===== src/hw/fcq_consts.svh =====
// Offsets, command codes, field positions, reset values and timing counts of the command block.
`ifndef FCQ_CONSTS_SVH
`define FCQ_CONSTS_SVH

// Command codes seen on the low byte of a parallel bus write.
`define FCQ_CMD_READ_ARRAY    8'hFF
`define FCQ_CMD_READ_STATUS   8'h70
`define FCQ_CMD_CLEAR_STATUS  8'h50
`define FCQ_CMD_PROG_SETUP    8'h40
`define FCQ_CMD_SUSPEND       8'hB0
`define FCQ_CMD_RESUME        8'hD0
`define FCQ_CMD_CFG_SETUP     8'h60
`define FCQ_CMD_CFG_CONFIRM   8'h03
`define FCQ_CMD_PARAM_QUERY   8'h98

// Flash status byte fields.
`define FCQ_STS_READY_BIT     7
`define FCQ_STS_PROG_ERR_BIT  4
`define FCQ_STS_SUSP_BIT      2

// Burst configuration word: bit 15 high selects asynchronous reads.
`define FCQ_CFG_ASYNC_BIT     15
`define FCQ_CFG_RESET         16'hFFFF

// Query map offsets.
`define FCQ_QRY_MFR_ID        8'h00
`define FCQ_QRY_DEV_ID        8'h01
`define FCQ_QRY_IDSTR         8'h10
`define FCQ_QRY_PRI_PTR       8'h15
`define FCQ_QRY_ALT_PTR       8'h19
`define FCQ_QRY_PRI_TABLE     8'h35

// Register byte offsets on the AXI4-Lite slave.
`define FCQ_REG_EVENTS        12'h000
`define FCQ_REG_MASK          12'h004
`define FCQ_REG_CONFIG        12'h008
`define FCQ_REG_STATE         12'h00C
`define FCQ_REG_CTRL          12'h010

// Event bit positions in the sticky event and mask registers.
`define FCQ_EV_SUSPENDED      0
`define FCQ_EV_PROG_DONE      1
`define FCQ_EV_PROG_ERR       2
`define FCQ_EV_CFG_LOADED     3
`define FCQ_EV_WIDTH          4

// Timing: clock period and operation times, in nanoseconds.
`define FCQ_CLK_PERIOD_NS     40
`define FCQ_PROG_TIME_NS      16000
`define FCQ_SUSP_TIME_NS      200
`define FCQ_PROG_CYCLES       ((`FCQ_PROG_TIME_NS + `FCQ_CLK_PERIOD_NS - 1) / `FCQ_CLK_PERIOD_NS)
`define FCQ_SUSP_CYCLES       (`FCQ_SUSP_TIME_NS / `FCQ_CLK_PERIOD_NS)

// AXI responses.
`define FCQ_RESP_OKAY         2'b00
`define FCQ_RESP_DECERR       2'b11

`endif


===== src/hw/fcq_pkg.sv =====
// Types shared by the command block files.
package fcq_pkg;

  // What a parallel bus read returns.
  typedef enum logic [1:0] {
    FCQ_MODE_ARRAY  = 2'b00,
    FCQ_MODE_STATUS = 2'b01,
    FCQ_MODE_QUERY  = 2'b10
  } fcq_mode_t;

  // Second cycle of a two-write command that is pending.
  typedef enum logic [1:0] {
    FCQ_STG_NONE = 2'b00,
    FCQ_STG_PROG = 2'b01,
    FCQ_STG_CFG  = 2'b10
  } fcq_stage_t;

  // Program engine states.
  typedef enum logic [1:0] {
    FCQ_PRG_IDLE       = 2'b00,
    FCQ_PRG_BUSY       = 2'b01,
    FCQ_PRG_SUSPENDING = 2'b10,
    FCQ_PRG_SUSPENDED  = 2'b11
  } fcq_prog_t;

endpackage


===== src/hw/fcq_query_rom.sv =====
// Parameter query structure: offset in, query word out.
`timescale 1ns/1ns
`default_nettype none
`include "fcq_consts.svh"

module fcq_query_rom #(
  parameter logic [15:0] MFR_ID = 16'h00A5,  // Arbitrary value.
  parameter logic [15:0] DEV_ID = 16'h1234   // Arbitrary value.
) (
  input  wire logic [7:0]  offset,
  output logic      [31:0] qdata
);

  logic [7:0] qbyte;

  // Byte entries; everything not listed reads as zero.
  always_comb begin
    case (offset)
      `FCQ_QRY_IDSTR:         qbyte = 8'h51;
      `FCQ_QRY_IDSTR + 8'h01: qbyte = 8'h52;
      `FCQ_QRY_IDSTR + 8'h02: qbyte = 8'h59;
      `FCQ_QRY_IDSTR + 8'h03: qbyte = 8'h03;
      `FCQ_QRY_PRI_PTR:       qbyte = `FCQ_QRY_PRI_TABLE;
      `FCQ_QRY_ALT_PTR:       qbyte = 8'h00;
      `FCQ_QRY_PRI_TABLE:     qbyte = 8'h50;
      default:                qbyte = 8'h00;
    endcase
  end

  // Identification codes are 16 bits wide; every other entry is a byte on the low lines.
  assign qdata = (offset == `FCQ_QRY_MFR_ID) ? {16'h0000, MFR_ID} :
                 (offset == `FCQ_QRY_DEV_ID) ? {16'h0000, DEV_ID} :
                 {24'h00_0000, qbyte};

endmodule
`default_nettype wire


===== src/hw/fcq_top.sv =====
// Flash command interpreter with program suspend, burst configuration and query mode.
//
// Summary of operation
// - Suspend code then read-status code accepted; status register is shown afterwards.
// - When ready, status bit 2 shows suspension; zero means program already finished.
// - While suspended, read-array code gives array data on reads of other blocks.
// - Resume code restarts suspended programming; without suspension it changes nothing.
// - After resume the program finishes as if no suspend had been received.
// - Setup code then confirm code loads configuration word from address lines 15-0.
// - After reset the device reads asynchronously, configuration bit 15 set.
// - Configuration bit 15 written to zero selects synchronous burst reads.
// - Query code enters query mode; reads return the parameter structure.
// - Identification string section starts at query offset 10h.
// - Query offset 15h holds the primary extended table pointer.
// - Query offset 19h holds the alternate extended table pointer.
// - Query bytes sit on data lines 7-0; lines 31-8 read zero.
//
// Implementation choices: the AXI4-Lite interface to the registers and the register offsets.
`timescale 1ns/1ns
`default_nettype none
`include "fcq_consts.svh"

module fcq_top (
  input  wire logic        REF_CLK,
  input  wire logic        RST,
  // AXI4-Lite register slave.
  input  wire logic [11:0] S_AXI_AWADDR,
  input  wire logic        S_AXI_AWVALID,
  output logic             S_AXI_AWREADY,
  input  wire logic [31:0] S_AXI_WDATA,
  input  wire logic [3:0]  S_AXI_WSTRB,
  input  wire logic        S_AXI_WVALID,
  output logic             S_AXI_WREADY,
  output logic      [1:0]  S_AXI_BRESP,
  output logic             S_AXI_BVALID,
  input  wire logic        S_AXI_BREADY,
  input  wire logic [11:0] S_AXI_ARADDR,
  input  wire logic        S_AXI_ARVALID,
  output logic             S_AXI_ARREADY,
  output logic      [31:0] S_AXI_RDATA,
  output logic      [1:0]  S_AXI_RRESP,
  output logic             S_AXI_RVALID,
  input  wire logic        S_AXI_RREADY,
  // Parallel flash bus, driven by controller logic on the same clock.
  input  wire logic        BUS_WE,
  input  wire logic        BUS_RE,
  input  wire logic [15:0] BUS_ADDR,
  input  wire logic [31:0] BUS_WDATA,
  output logic      [31:0] BUS_RDATA,
  output logic             BUS_RVALID,
  // Status outputs.
  output logic             SYNC_BURST,
  output logic             IRQ
);

  localparam logic [9:0] PROG_CYC = 10'(`FCQ_PROG_CYCLES);
  localparam logic [2:0] SUSP_CYC = 3'(`FCQ_SUSP_CYCLES);

  fcq_pkg::fcq_mode_t  mode_ff;
  fcq_pkg::fcq_mode_t  nxt_mode;
  fcq_pkg::fcq_stage_t stage_ff;
  fcq_pkg::fcq_stage_t nxt_stage;
  fcq_pkg::fcq_prog_t  prog_ff;
  fcq_pkg::fcq_prog_t  nxt_prog;
  logic [9:0]          cnt_ff;
  logic [9:0]          nxt_cnt;
  logic [2:0]          scnt_ff;
  logic [2:0]          nxt_scnt;
  logic [3:0]          paddr_ff;
  logic [3:0]          nxt_paddr;
  logic [31:0]         pdata_ff;
  logic [31:0]         nxt_pdata;
  logic [15:0]         cfg_ff;
  logic [15:0]         nxt_cfg;
  logic                err_ff;
  logic                nxt_err;
  logic [31:0]         mem_ff [16];
  logic                mem_we;
  logic [`FCQ_EV_WIDTH-1:0] ev;
  logic [7:0]          cmd;
  logic                prog_bad;
  logic [7:0]          flash_sts;
  logic [31:0]         qdata;
  logic [31:0]         rd_sel;
  logic [31:0]         bus_rdata_ff;
  logic                bus_rvalid_ff;

  //////////////////////////////////////////////////////////////////////////////
  // Flash status byte and bus read path.

  // Ready while no program runs or once it is parked; suspended only when parked.
  assign flash_sts = {(prog_ff == fcq_pkg::FCQ_PRG_IDLE) ||
                        (prog_ff == fcq_pkg::FCQ_PRG_SUSPENDED),
                      2'b00, err_ff, 1'b0,
                      prog_ff == fcq_pkg::FCQ_PRG_SUSPENDED,
                      2'b00};

  fcq_query_rom u_rom (
    .offset (BUS_ADDR[7:0]),
    .qdata  (qdata)
  );

  // The array keeps its old word until a program really ends, so reads while parked see it.
  assign rd_sel = (mode_ff == fcq_pkg::FCQ_MODE_QUERY)  ? qdata :
                  (mode_ff == fcq_pkg::FCQ_MODE_STATUS) ? {24'h00_0000, flash_sts} :
                  mem_ff[BUS_ADDR[3:0]];

  // Read data is registered; valid follows the read strobe by one cycle.
  always_ff @(posedge REF_CLK or posedge RST) begin
    if (RST) begin
      bus_rdata_ff  <= 32'h0000_0000;
      bus_rvalid_ff <= 1'b0;
    end else begin
      bus_rvalid_ff <= BUS_RE;
      if (BUS_RE) begin
        bus_rdata_ff <= rd_sel;
      end
    end
  end

  assign BUS_RDATA  = bus_rdata_ff;
  assign BUS_RVALID = bus_rvalid_ff;
  assign SYNC_BURST = ~cfg_ff[`FCQ_CFG_ASYNC_BIT];

  //////////////////////////////////////////////////////////////////////////////
  // Command interpreter and program engine.

  logic       wp_ff;

  assign cmd      = BUS_WDATA[7:0];
  // Flash cells only clear bits; asking for a rise, or writing while protected, fails.
  assign prog_bad = wp_ff || ((~mem_ff[BUS_ADDR[3:0]] & BUS_WDATA) != 32'h0000_0000);

  // The engine steps first, so a suspend landing on the last busy cycle finds it idle.
  always_comb begin
    nxt_mode  = mode_ff;
    nxt_stage = stage_ff;
    nxt_prog  = prog_ff;
    nxt_cnt   = cnt_ff;
    nxt_scnt  = scnt_ff;
    nxt_paddr = paddr_ff;
    nxt_pdata = pdata_ff;
    nxt_cfg   = cfg_ff;
    nxt_err   = err_ff;
    mem_we    = 1'b0;
    ev        = '0;
    case (prog_ff)
      fcq_pkg::FCQ_PRG_BUSY: begin
        if (cnt_ff <= 10'h001) begin
          mem_we   = 1'b1;
          nxt_prog = fcq_pkg::FCQ_PRG_IDLE;
          ev[`FCQ_EV_PROG_DONE] = 1'b1;
        end else begin
          nxt_cnt = cnt_ff - 10'h001;
        end
      end
      fcq_pkg::FCQ_PRG_SUSPENDING: begin
        if (scnt_ff <= 3'h1) begin
          nxt_prog = fcq_pkg::FCQ_PRG_SUSPENDED;
          ev[`FCQ_EV_SUSPENDED] = 1'b1;
        end else begin
          nxt_scnt = scnt_ff - 3'h1;
        end
      end
      default: begin
      end
    endcase
    if (BUS_WE) begin
      nxt_stage = fcq_pkg::FCQ_STG_NONE;
      if (stage_ff == fcq_pkg::FCQ_STG_PROG) begin
        nxt_mode = fcq_pkg::FCQ_MODE_STATUS;
        if (prog_bad) begin
          nxt_err = 1'b1;
          ev[`FCQ_EV_PROG_ERR] = 1'b1;
        end else begin
          nxt_prog  = fcq_pkg::FCQ_PRG_BUSY;
          nxt_cnt   = PROG_CYC;
          nxt_paddr = BUS_ADDR[3:0];
          nxt_pdata = BUS_WDATA;
        end
      end else if (stage_ff == fcq_pkg::FCQ_STG_CFG) begin
        nxt_mode = fcq_pkg::FCQ_MODE_ARRAY;
        if (cmd == `FCQ_CMD_CFG_CONFIRM) begin
          nxt_cfg = BUS_ADDR;
          ev[`FCQ_EV_CFG_LOADED] = 1'b1;
        end
      end else begin
        case (cmd)
          `FCQ_CMD_READ_ARRAY: nxt_mode = fcq_pkg::FCQ_MODE_ARRAY;
          `FCQ_CMD_READ_STATUS: nxt_mode = fcq_pkg::FCQ_MODE_STATUS;
          `FCQ_CMD_CLEAR_STATUS: nxt_err = 1'b0;
          `FCQ_CMD_PARAM_QUERY: nxt_mode = fcq_pkg::FCQ_MODE_QUERY;
          `FCQ_CMD_CFG_SETUP: nxt_stage = fcq_pkg::FCQ_STG_CFG;
          `FCQ_CMD_PROG_SETUP: begin
            // A pending error blocks new programs until status is cleared.
            if (nxt_prog == fcq_pkg::FCQ_PRG_IDLE && !err_ff) begin
              nxt_stage = fcq_pkg::FCQ_STG_PROG;
            end
          end
          `FCQ_CMD_SUSPEND: begin
            nxt_mode = fcq_pkg::FCQ_MODE_STATUS;
            if (nxt_prog == fcq_pkg::FCQ_PRG_BUSY) begin
              nxt_prog = fcq_pkg::FCQ_PRG_SUSPENDING;
              nxt_scnt = SUSP_CYC;
            end
          end
          `FCQ_CMD_RESUME: begin
            // Remaining count and captured word are untouched while parked.
            // Without a parked program the code is ignored, so array reads carry on.
            if (prog_ff == fcq_pkg::FCQ_PRG_SUSPENDED) begin
              nxt_mode = fcq_pkg::FCQ_MODE_STATUS;
              nxt_prog = fcq_pkg::FCQ_PRG_BUSY;
            end
          end
          default: begin
          end
        endcase
      end
    end
  end

  // Command and engine state.
  always_ff @(posedge REF_CLK or posedge RST) begin
    if (RST) begin
      mode_ff  <= fcq_pkg::FCQ_MODE_ARRAY;
      stage_ff <= fcq_pkg::FCQ_STG_NONE;
      prog_ff  <= fcq_pkg::FCQ_PRG_IDLE;
      cnt_ff   <= 10'h000;
      scnt_ff  <= 3'h0;
      paddr_ff <= 4'h0;
      pdata_ff <= 32'h0000_0000;
      cfg_ff   <= `FCQ_CFG_RESET;
      err_ff   <= 1'b0;
    end else begin
      mode_ff  <= nxt_mode;
      stage_ff <= nxt_stage;
      prog_ff  <= nxt_prog;
      cnt_ff   <= nxt_cnt;
      scnt_ff  <= nxt_scnt;
      paddr_ff <= nxt_paddr;
      pdata_ff <= nxt_pdata;
      cfg_ff   <= nxt_cfg;
      err_ff   <= nxt_err;
    end
  end

  // Array starts erased; a finished program clears bits only.
  always_ff @(posedge REF_CLK or posedge RST) begin
    if (RST) begin
      for (int i = 0; i < 16; i++) begin
        mem_ff[i] <= 32'hFFFF_FFFF;
      end
    end else if (mem_we) begin
      mem_ff[paddr_ff] <= mem_ff[paddr_ff] & pdata_ff;
    end
  end

  //////////////////////////////////////////////////////////////////////////////
  // AXI4-Lite register slave with events, mask and interrupt.

  logic        aw_ff;
  logic        w_ff;
  logic [11:0] awaddr_ff;
  logic [31:0] wdata_ff;
  logic [3:0]  wstrb_ff;
  logic        bvalid_ff;
  logic [1:0]  bresp_ff;
  logic        rvalid_ff;
  logic [1:0]  rresp_ff;
  logic [31:0] rdata_ff;
  logic [`FCQ_EV_WIDTH-1:0] sts_ff;
  logic [`FCQ_EV_WIDTH-1:0] mask_ff;
  logic        wr_go;
  logic        wr_ev;
  logic        wr_mask;
  logic        wr_ctrl;
  logic        wr_hit;
  logic        rd_hit;
  logic [31:0] reg_rd;
  logic [`FCQ_EV_WIDTH-1:0] w1c;

  // Address and data are taken in either order; the write fires once both are held.
  assign S_AXI_AWREADY = !aw_ff;
  assign S_AXI_WREADY  = !w_ff;
  assign wr_go   = aw_ff && w_ff && !bvalid_ff;
  assign wr_ev   = wr_go && (awaddr_ff == `FCQ_REG_EVENTS) && wstrb_ff[0];
  assign wr_mask = wr_go && (awaddr_ff == `FCQ_REG_MASK) && wstrb_ff[0];
  assign wr_ctrl = wr_go && (awaddr_ff == `FCQ_REG_CTRL) && wstrb_ff[0];
  assign wr_hit  = (awaddr_ff == `FCQ_REG_EVENTS) || (awaddr_ff == `FCQ_REG_MASK) ||
                   (awaddr_ff == `FCQ_REG_CTRL);
  assign w1c     = wr_ev ? wdata_ff[`FCQ_EV_WIDTH-1:0] : '0;

  assign rd_hit = (S_AXI_ARADDR == `FCQ_REG_EVENTS) || (S_AXI_ARADDR == `FCQ_REG_MASK) ||
                  (S_AXI_ARADDR == `FCQ_REG_CONFIG) || (S_AXI_ARADDR == `FCQ_REG_STATE) ||
                  (S_AXI_ARADDR == `FCQ_REG_CTRL);
  assign reg_rd =
    (S_AXI_ARADDR == `FCQ_REG_EVENTS) ? {28'h000_0000, sts_ff} :
    (S_AXI_ARADDR == `FCQ_REG_MASK)   ? {28'h000_0000, mask_ff} :
    (S_AXI_ARADDR == `FCQ_REG_CONFIG) ? {16'h0000, cfg_ff} :
    (S_AXI_ARADDR == `FCQ_REG_STATE)  ? {18'h0_0000, prog_ff, mode_ff, stage_ff, flash_sts} :
    (S_AXI_ARADDR == `FCQ_REG_CTRL)   ? {31'h0000_0000, wp_ff} :
    32'h0000_0000;

  // Write channel capture and response.
  always_ff @(posedge REF_CLK or posedge RST) begin
    if (RST) begin
      aw_ff     <= 1'b0;
      w_ff      <= 1'b0;
      awaddr_ff <= 12'h000;
      wdata_ff  <= 32'h0000_0000;
      wstrb_ff  <= 4'h0;
      bvalid_ff <= 1'b0;
      bresp_ff  <= `FCQ_RESP_OKAY;
    end else begin
      if (S_AXI_AWVALID && !aw_ff) begin
        aw_ff     <= 1'b1;
        awaddr_ff <= {S_AXI_AWADDR[11:2], 2'b00};
      end
      if (S_AXI_WVALID && !w_ff) begin
        w_ff     <= 1'b1;
        wdata_ff <= S_AXI_WDATA;
        wstrb_ff <= S_AXI_WSTRB;
      end
      if (wr_go) begin
        aw_ff     <= 1'b0;
        w_ff      <= 1'b0;
        bvalid_ff <= 1'b1;
        bresp_ff  <= wr_hit ? `FCQ_RESP_OKAY : `FCQ_RESP_DECERR;
      end else if (S_AXI_BREADY) begin
        bvalid_ff <= 1'b0;
      end
    end
  end

  // Read channel: one cycle from address to data.
  always_ff @(posedge REF_CLK or posedge RST) begin
    if (RST) begin
      rvalid_ff <= 1'b0;
      rdata_ff  <= 32'h0000_0000;
      rresp_ff  <= `FCQ_RESP_OKAY;
    end else if (S_AXI_ARVALID && !rvalid_ff) begin
      rvalid_ff <= 1'b1;
      rdata_ff  <= reg_rd;
      rresp_ff  <= rd_hit ? `FCQ_RESP_OKAY : `FCQ_RESP_DECERR;
    end else if (S_AXI_RREADY) begin
      rvalid_ff <= 1'b0;
    end
  end

  // Sticky events: a new event in the clearing cycle survives the clear.
  always_ff @(posedge REF_CLK or posedge RST) begin
    if (RST) begin
      sts_ff      <= '0;
      mask_ff     <= '0;
      wp_ff       <= 1'b0;
    end else begin
      sts_ff <= (sts_ff & ~w1c) | ev;
      if (wr_mask) begin
        mask_ff <= wdata_ff[`FCQ_EV_WIDTH-1:0];
      end
      if (wr_ctrl) begin
        wp_ff <= wdata_ff[0];
      end
    end
  end

  assign S_AXI_ARREADY = !rvalid_ff;
  assign S_AXI_BVALID  = bvalid_ff;
  assign S_AXI_BRESP   = bresp_ff;
  assign S_AXI_RVALID  = rvalid_ff;
  assign S_AXI_RDATA   = rdata_ff;
  assign S_AXI_RRESP   = rresp_ff;
  assign IRQ           = |(sts_ff & mask_ff);

endmodule
`default_nettype wire


===== config.mk =====
export PLATFORM = sky130hd
export DESIGN_NAME = fcq_top
export DESIGN_NICKNAME = d
export VERILOG_FILES = /design/src/hw/fcq_pkg.sv /design/src/hw/fcq_query_rom.sv /design/src/hw/fcq_top.sv
export VERILOG_INCLUDE_DIRS = /design/src /design/src/hw
export SDC_FILE = /design/constraint.sdc
export NUM_CORES = 2
export LEC_CHECK = 0
export BUFFER_PORTS_ARGS = -buffer_cell sky130_fd_sc_hd__buf_2
export CAP_MARGIN = 10
export CORE_MARGIN = 2
export CORE_UTILIZATION = 40
export CTS_CLUSTER_SIZE = 25
export DETAILED_ROUTE_END_ITERATION = 8
export SYNTH_ARGS = -nofsm -noshare
export SYNTH_HDL_FRONTEND = slang
export SYNTH_HIERARCHICAL = 1
export SYNTH_SLANG_ARGS = --single-unit

===== constraint.sdc =====
create_clock -name REF_CLK -period 32.6 [get_ports REF_CLK]
set_clock_uncertainty 0.05 [all_clocks]
set_input_delay 6.52 -clock REF_CLK [delete_from_list [all_inputs] [get_ports REF_CLK]]
set_output_delay 6.52 -clock REF_CLK [all_outputs]
set_load 0.03 [all_outputs]

==> results.sh <==
export IMPL_portBuffers=143
export IMPL_area_growth_pct=10.58
export IMPL_hold_viol=0
export IMPL_postCtsSetupRepairBufs=0
export IMPL_first_iter_violations=2097
export IMPL_r2r_start="mem_ff[65]"
export IMPL_utilization_pct=44.68
export IMPL_maxSlewHeadroom_pct=21.59
export IMPL_synth_seq_cells=663
export IMPL_cp_slowest_cell="buf_4"
export IMPL_worstMarginPinSlew_ns=1.176
export IMPL_worst_path_largest_cell_delay_ns=0.80
export IMPL_crit_start="BUS_ADDR[0]"
export IMPL_fmax_mhz=87.43
export IMPL_crit_arrival_ns=11.88
export IMPL_worstPathMaxFanout=51
export IMPL_grt_max_degree=152
export IMPL_p_leak_nw=14.16
export IMPL_avgRoutedWirePerCell_um=24.23
export IMPL_crit_cells=13
export IMPL_drive_gt1_share_pct=38.49
export IMPL_crit_type="in -> reg"
export IMPL_synth_edf_count=0
export IMPL_async_flop_share_pct=100.0
export IMPL_yosys_area_top_type_share_pct=39.52
export IMPL_start_util_pct=40.40
export IMPL_total_power_mw=1.850
export IMPL_critical_path_required_ns=33.04
export IMPL_syn_area_mm2=0.03510
export IMPL_die_h_um=300.2
export IMPL_slew_viol_final=0
export IMPL_path_clk_slew_ns=0.06
export IMPL_drc=0
export IMPL_grt_pass1_wl_mm=160.3
export IMPL_endpoint="pdata_ff[28]"
export IMPL_postSynthCellCount=3132
export IMPL_netlist_top_cells_area="dfstp_2 40%, mux4_2 17%, dfrtp_1 9.6%"
export IMPL_grt_ovfl_total=0
export IMPL_critPathCaptureType="flop"
export IMPL_cp_cell_sequence="buf_6, buf_4, buf_4, inv_2, buf_4, mux2i_1, nand3_1, o31ai_1, a2111oi_0, o2111ai_1, nor4_4, buf_4, mux2_2"
export IMPL_fin_tns_setup_ns=0
export IMPL_final_setup_viol_count=0
export IMPL_crit_path_frequent_cell="buf_4"
export IMPL_vdd_ir_drop_max_v=0.00005307
export IMPL_antenna_left=0
export IMPL_ys_warn_count=6
export IMPL_vias=24914
export IMPL_crit_family="buffers and inverters"
export IMPL_p_per_area_mw_per_mm2=47.67
export IMPL_dieArea_mm2=0.09015
export IMPL_hold_class="reg -> reg"
export IMPL_io_pins=193
export IMPL_worstSkewPairLatency_ns=0.62
export IMPL_layout_commonest_cell="nand2_1"
export IMPL_outcome="finished, final reports clean"
export IMPL_synth_ff_type="dfstp_2"
export IMPL_hpwl_mm=63.32
export IMPL_cp_buffers_inverters=6
export IMPL_cts_max_level=3
export IMPL_clockBufferDepth=3
export IMPL_grt_antenna_before_repair=10
export IMPL_cts_hold_buf=0
export IMPL_rsz0062_at_grt="no"
export IMPL_cts_root_buf="clkbuf_16"
export IMPL_place_gp_congestion=0.8455
export IMPL_holdWs_ns=0.4290
export IMPL_nets=3250
export IMPL_grt_pass1_vias=24734
export IMPL_fill_cells=7991
export IMPL_finalCritPeriodShare_pct=35.09
export IMPL_numCtsBuffers=72
export IMPL_final_cell_mix="640 x nand2_1, 544 x o21ai_0, 528 x dfstp_2"
export IMPL_ys_types=81
export IMPL_post_drt_via_cell_ratio=5.741
export IMPL_r2r_end="pdata_ff[28]"
export IMPL_yosysSeqAreaShare_pct=49.14
export IMPL_cts_sinks=663
export IMPL_rows=108
export IMPL_regToRegSetupSlack_ns=28.44
export IMPL_worstRegToRegCells=9
export IMPL_drt_total_wl_mm=105.2
export IMPL_syn_avg_cell_area_um2=11.21
export IMPL_fp_dieW_um=300.2
export IMPL_yosysTopAreaCell="dfstp_2"
export IMPL_first_pass_iters=6
export IMPL_groute_usage_overall_pct=23.49
export IMPL_cts_tree="done"
export IMPL_cts_repair_resized=0
export IMPL_maxCapViolations=0
export IMPL_period_needed_ns=11.44
export IMPL_core_mm2=0.08689
export IMPL_startpoint_type="input pin"
-- registers in the layout (all words and copies together), names as in the netlist, 2 cells and up --
register     flops
cnt_ff          10
BUS_RDATA       32
cfg_ff          16
paddr_ff         4
S_AXI_RDATA     16
pdata_ff        32
wdata_ff         4
awaddr_ff       10
mem_ff         512
sts_ff           4
scnt_ff          3
prog_ff          2
stage_ff         2
mask_ff          4
mode_ff          2
-- worst reg2reg max path, cell delays in order, from the launching register on --
cell and delay (ns):
dfstp_2 0.55, mux2i_1 0.10, a221oi_2 0.34, a21oi_1 0.07, o211a_1 0.36, a2111oi_0 0.75, o2111ai_1 0.40, nor4_4 0.35
buf_4 0.63, mux2_2 0.46
-- synth_stat cells (all sizes together) (10+ instances only) --
cell / instances
nand3: 29
a22oi: 25
nand2: 653
mux4: 263
clkbuf: 189
dfrtp: 135
a21oi: 57
inv: 44
nor2b: 25
o22ai: 13
buf: 112
dfstp: 528
nor4: 15
nand2b: 20
nor3: 19
mux2: 113
mux2i: 73
a221oi: 10
o21ai: 546
a211oi: 10
a22o: 10
nor2: 94
-- area by class of cell --
| class | count | area (um^2) | area share [%] |
|---|---|---|---|
| Antenna cell | 2 | 5.005 | 0.01289 |
| Clock buffer | 112 | 2240 | 5.769 |
| Clock inverter | 20 | 200.2 | 0.5157 |
| Inverter | 46 | 180.2 | 0.4641 |
| Multi-Input combinational cell | 2158 | 16410 | 42.28 |
| Sequential cell | 663 | 17270 | 44.48 |
| Tap cell | 1155 | 1445 | 3.723 |
| Timing Repair Buffer | 184 | 1070 | 2.756 |
-- report_power, final --
part	switching (mW)	internal, mW
registers	0.0120	0.844
logic	0.101	0.0485
clock network	0.346	0.498
-- routing by layer --
| metal | vias to the layer above | track usage [%] | share of wire, % |
|---|---|---|---|
| met3 | 173 | 4.682 | 7.5 |
| met5 | - | 0 | 0.084 |
| li1 | 11234 | - | - |
| met2 | 860 | 37.22 | 46 |
| met4 | 14 | 7.393 | 2.8 |
| met1 | 12633 | 32.55 | 43 |
-- through the flow --
stage	setup slack [ns]	std cells	cell area [um^2]
2_1_floorplan	8.323	3168	35240
3_3_place_gp	20.63	4206	36370
3_5_place_dp	20.61	4206	36370
4_1_cts	21.23	4338	38810
5_1_grt	20.92	4338	38810
6_report	21.16	4340	38820
-- cells by family (layout without fill, tap and decap cells) --
group | after synthesis | count (layout) | synth area share [%]
xor gates and xnor gates | 11 | 11 | 0.2745
buffers and inverters | 347 | 362 | 4.762
and+or+nand+nor | 897 | 897 | 10.65
AOI/OAI and AO/OA | 755 | 755 | 12.14
other | 2 | 40 | 0.02139
muxes | 449 | 449 | 22.73
DFF | 663 | 663 | 49.14
adders and majority gates | 8 | 8 | 0.2851
-- worst min-delay path by stage --
stage,slack (ns),start,to,depth (start not counted)
finish,0.43,S_AXI_RDATA[0],S_AXI_RDATA[0],2
floorplan,0.41,pdata_ff[10],pdata_ff[10],1
global placement,0.41,BUS_RDATA[13],BUS_RDATA[13],1
CTS,0.43,BUS_RDATA[12],BUS_RDATA[12],1
global route,0.45,mem_ff[467],mem_ff[467],2
detailed placement,0.42,BUS_RDATA[12],BUS_RDATA[12],1
Note: power is estimated with default switching activity, not from simulation.
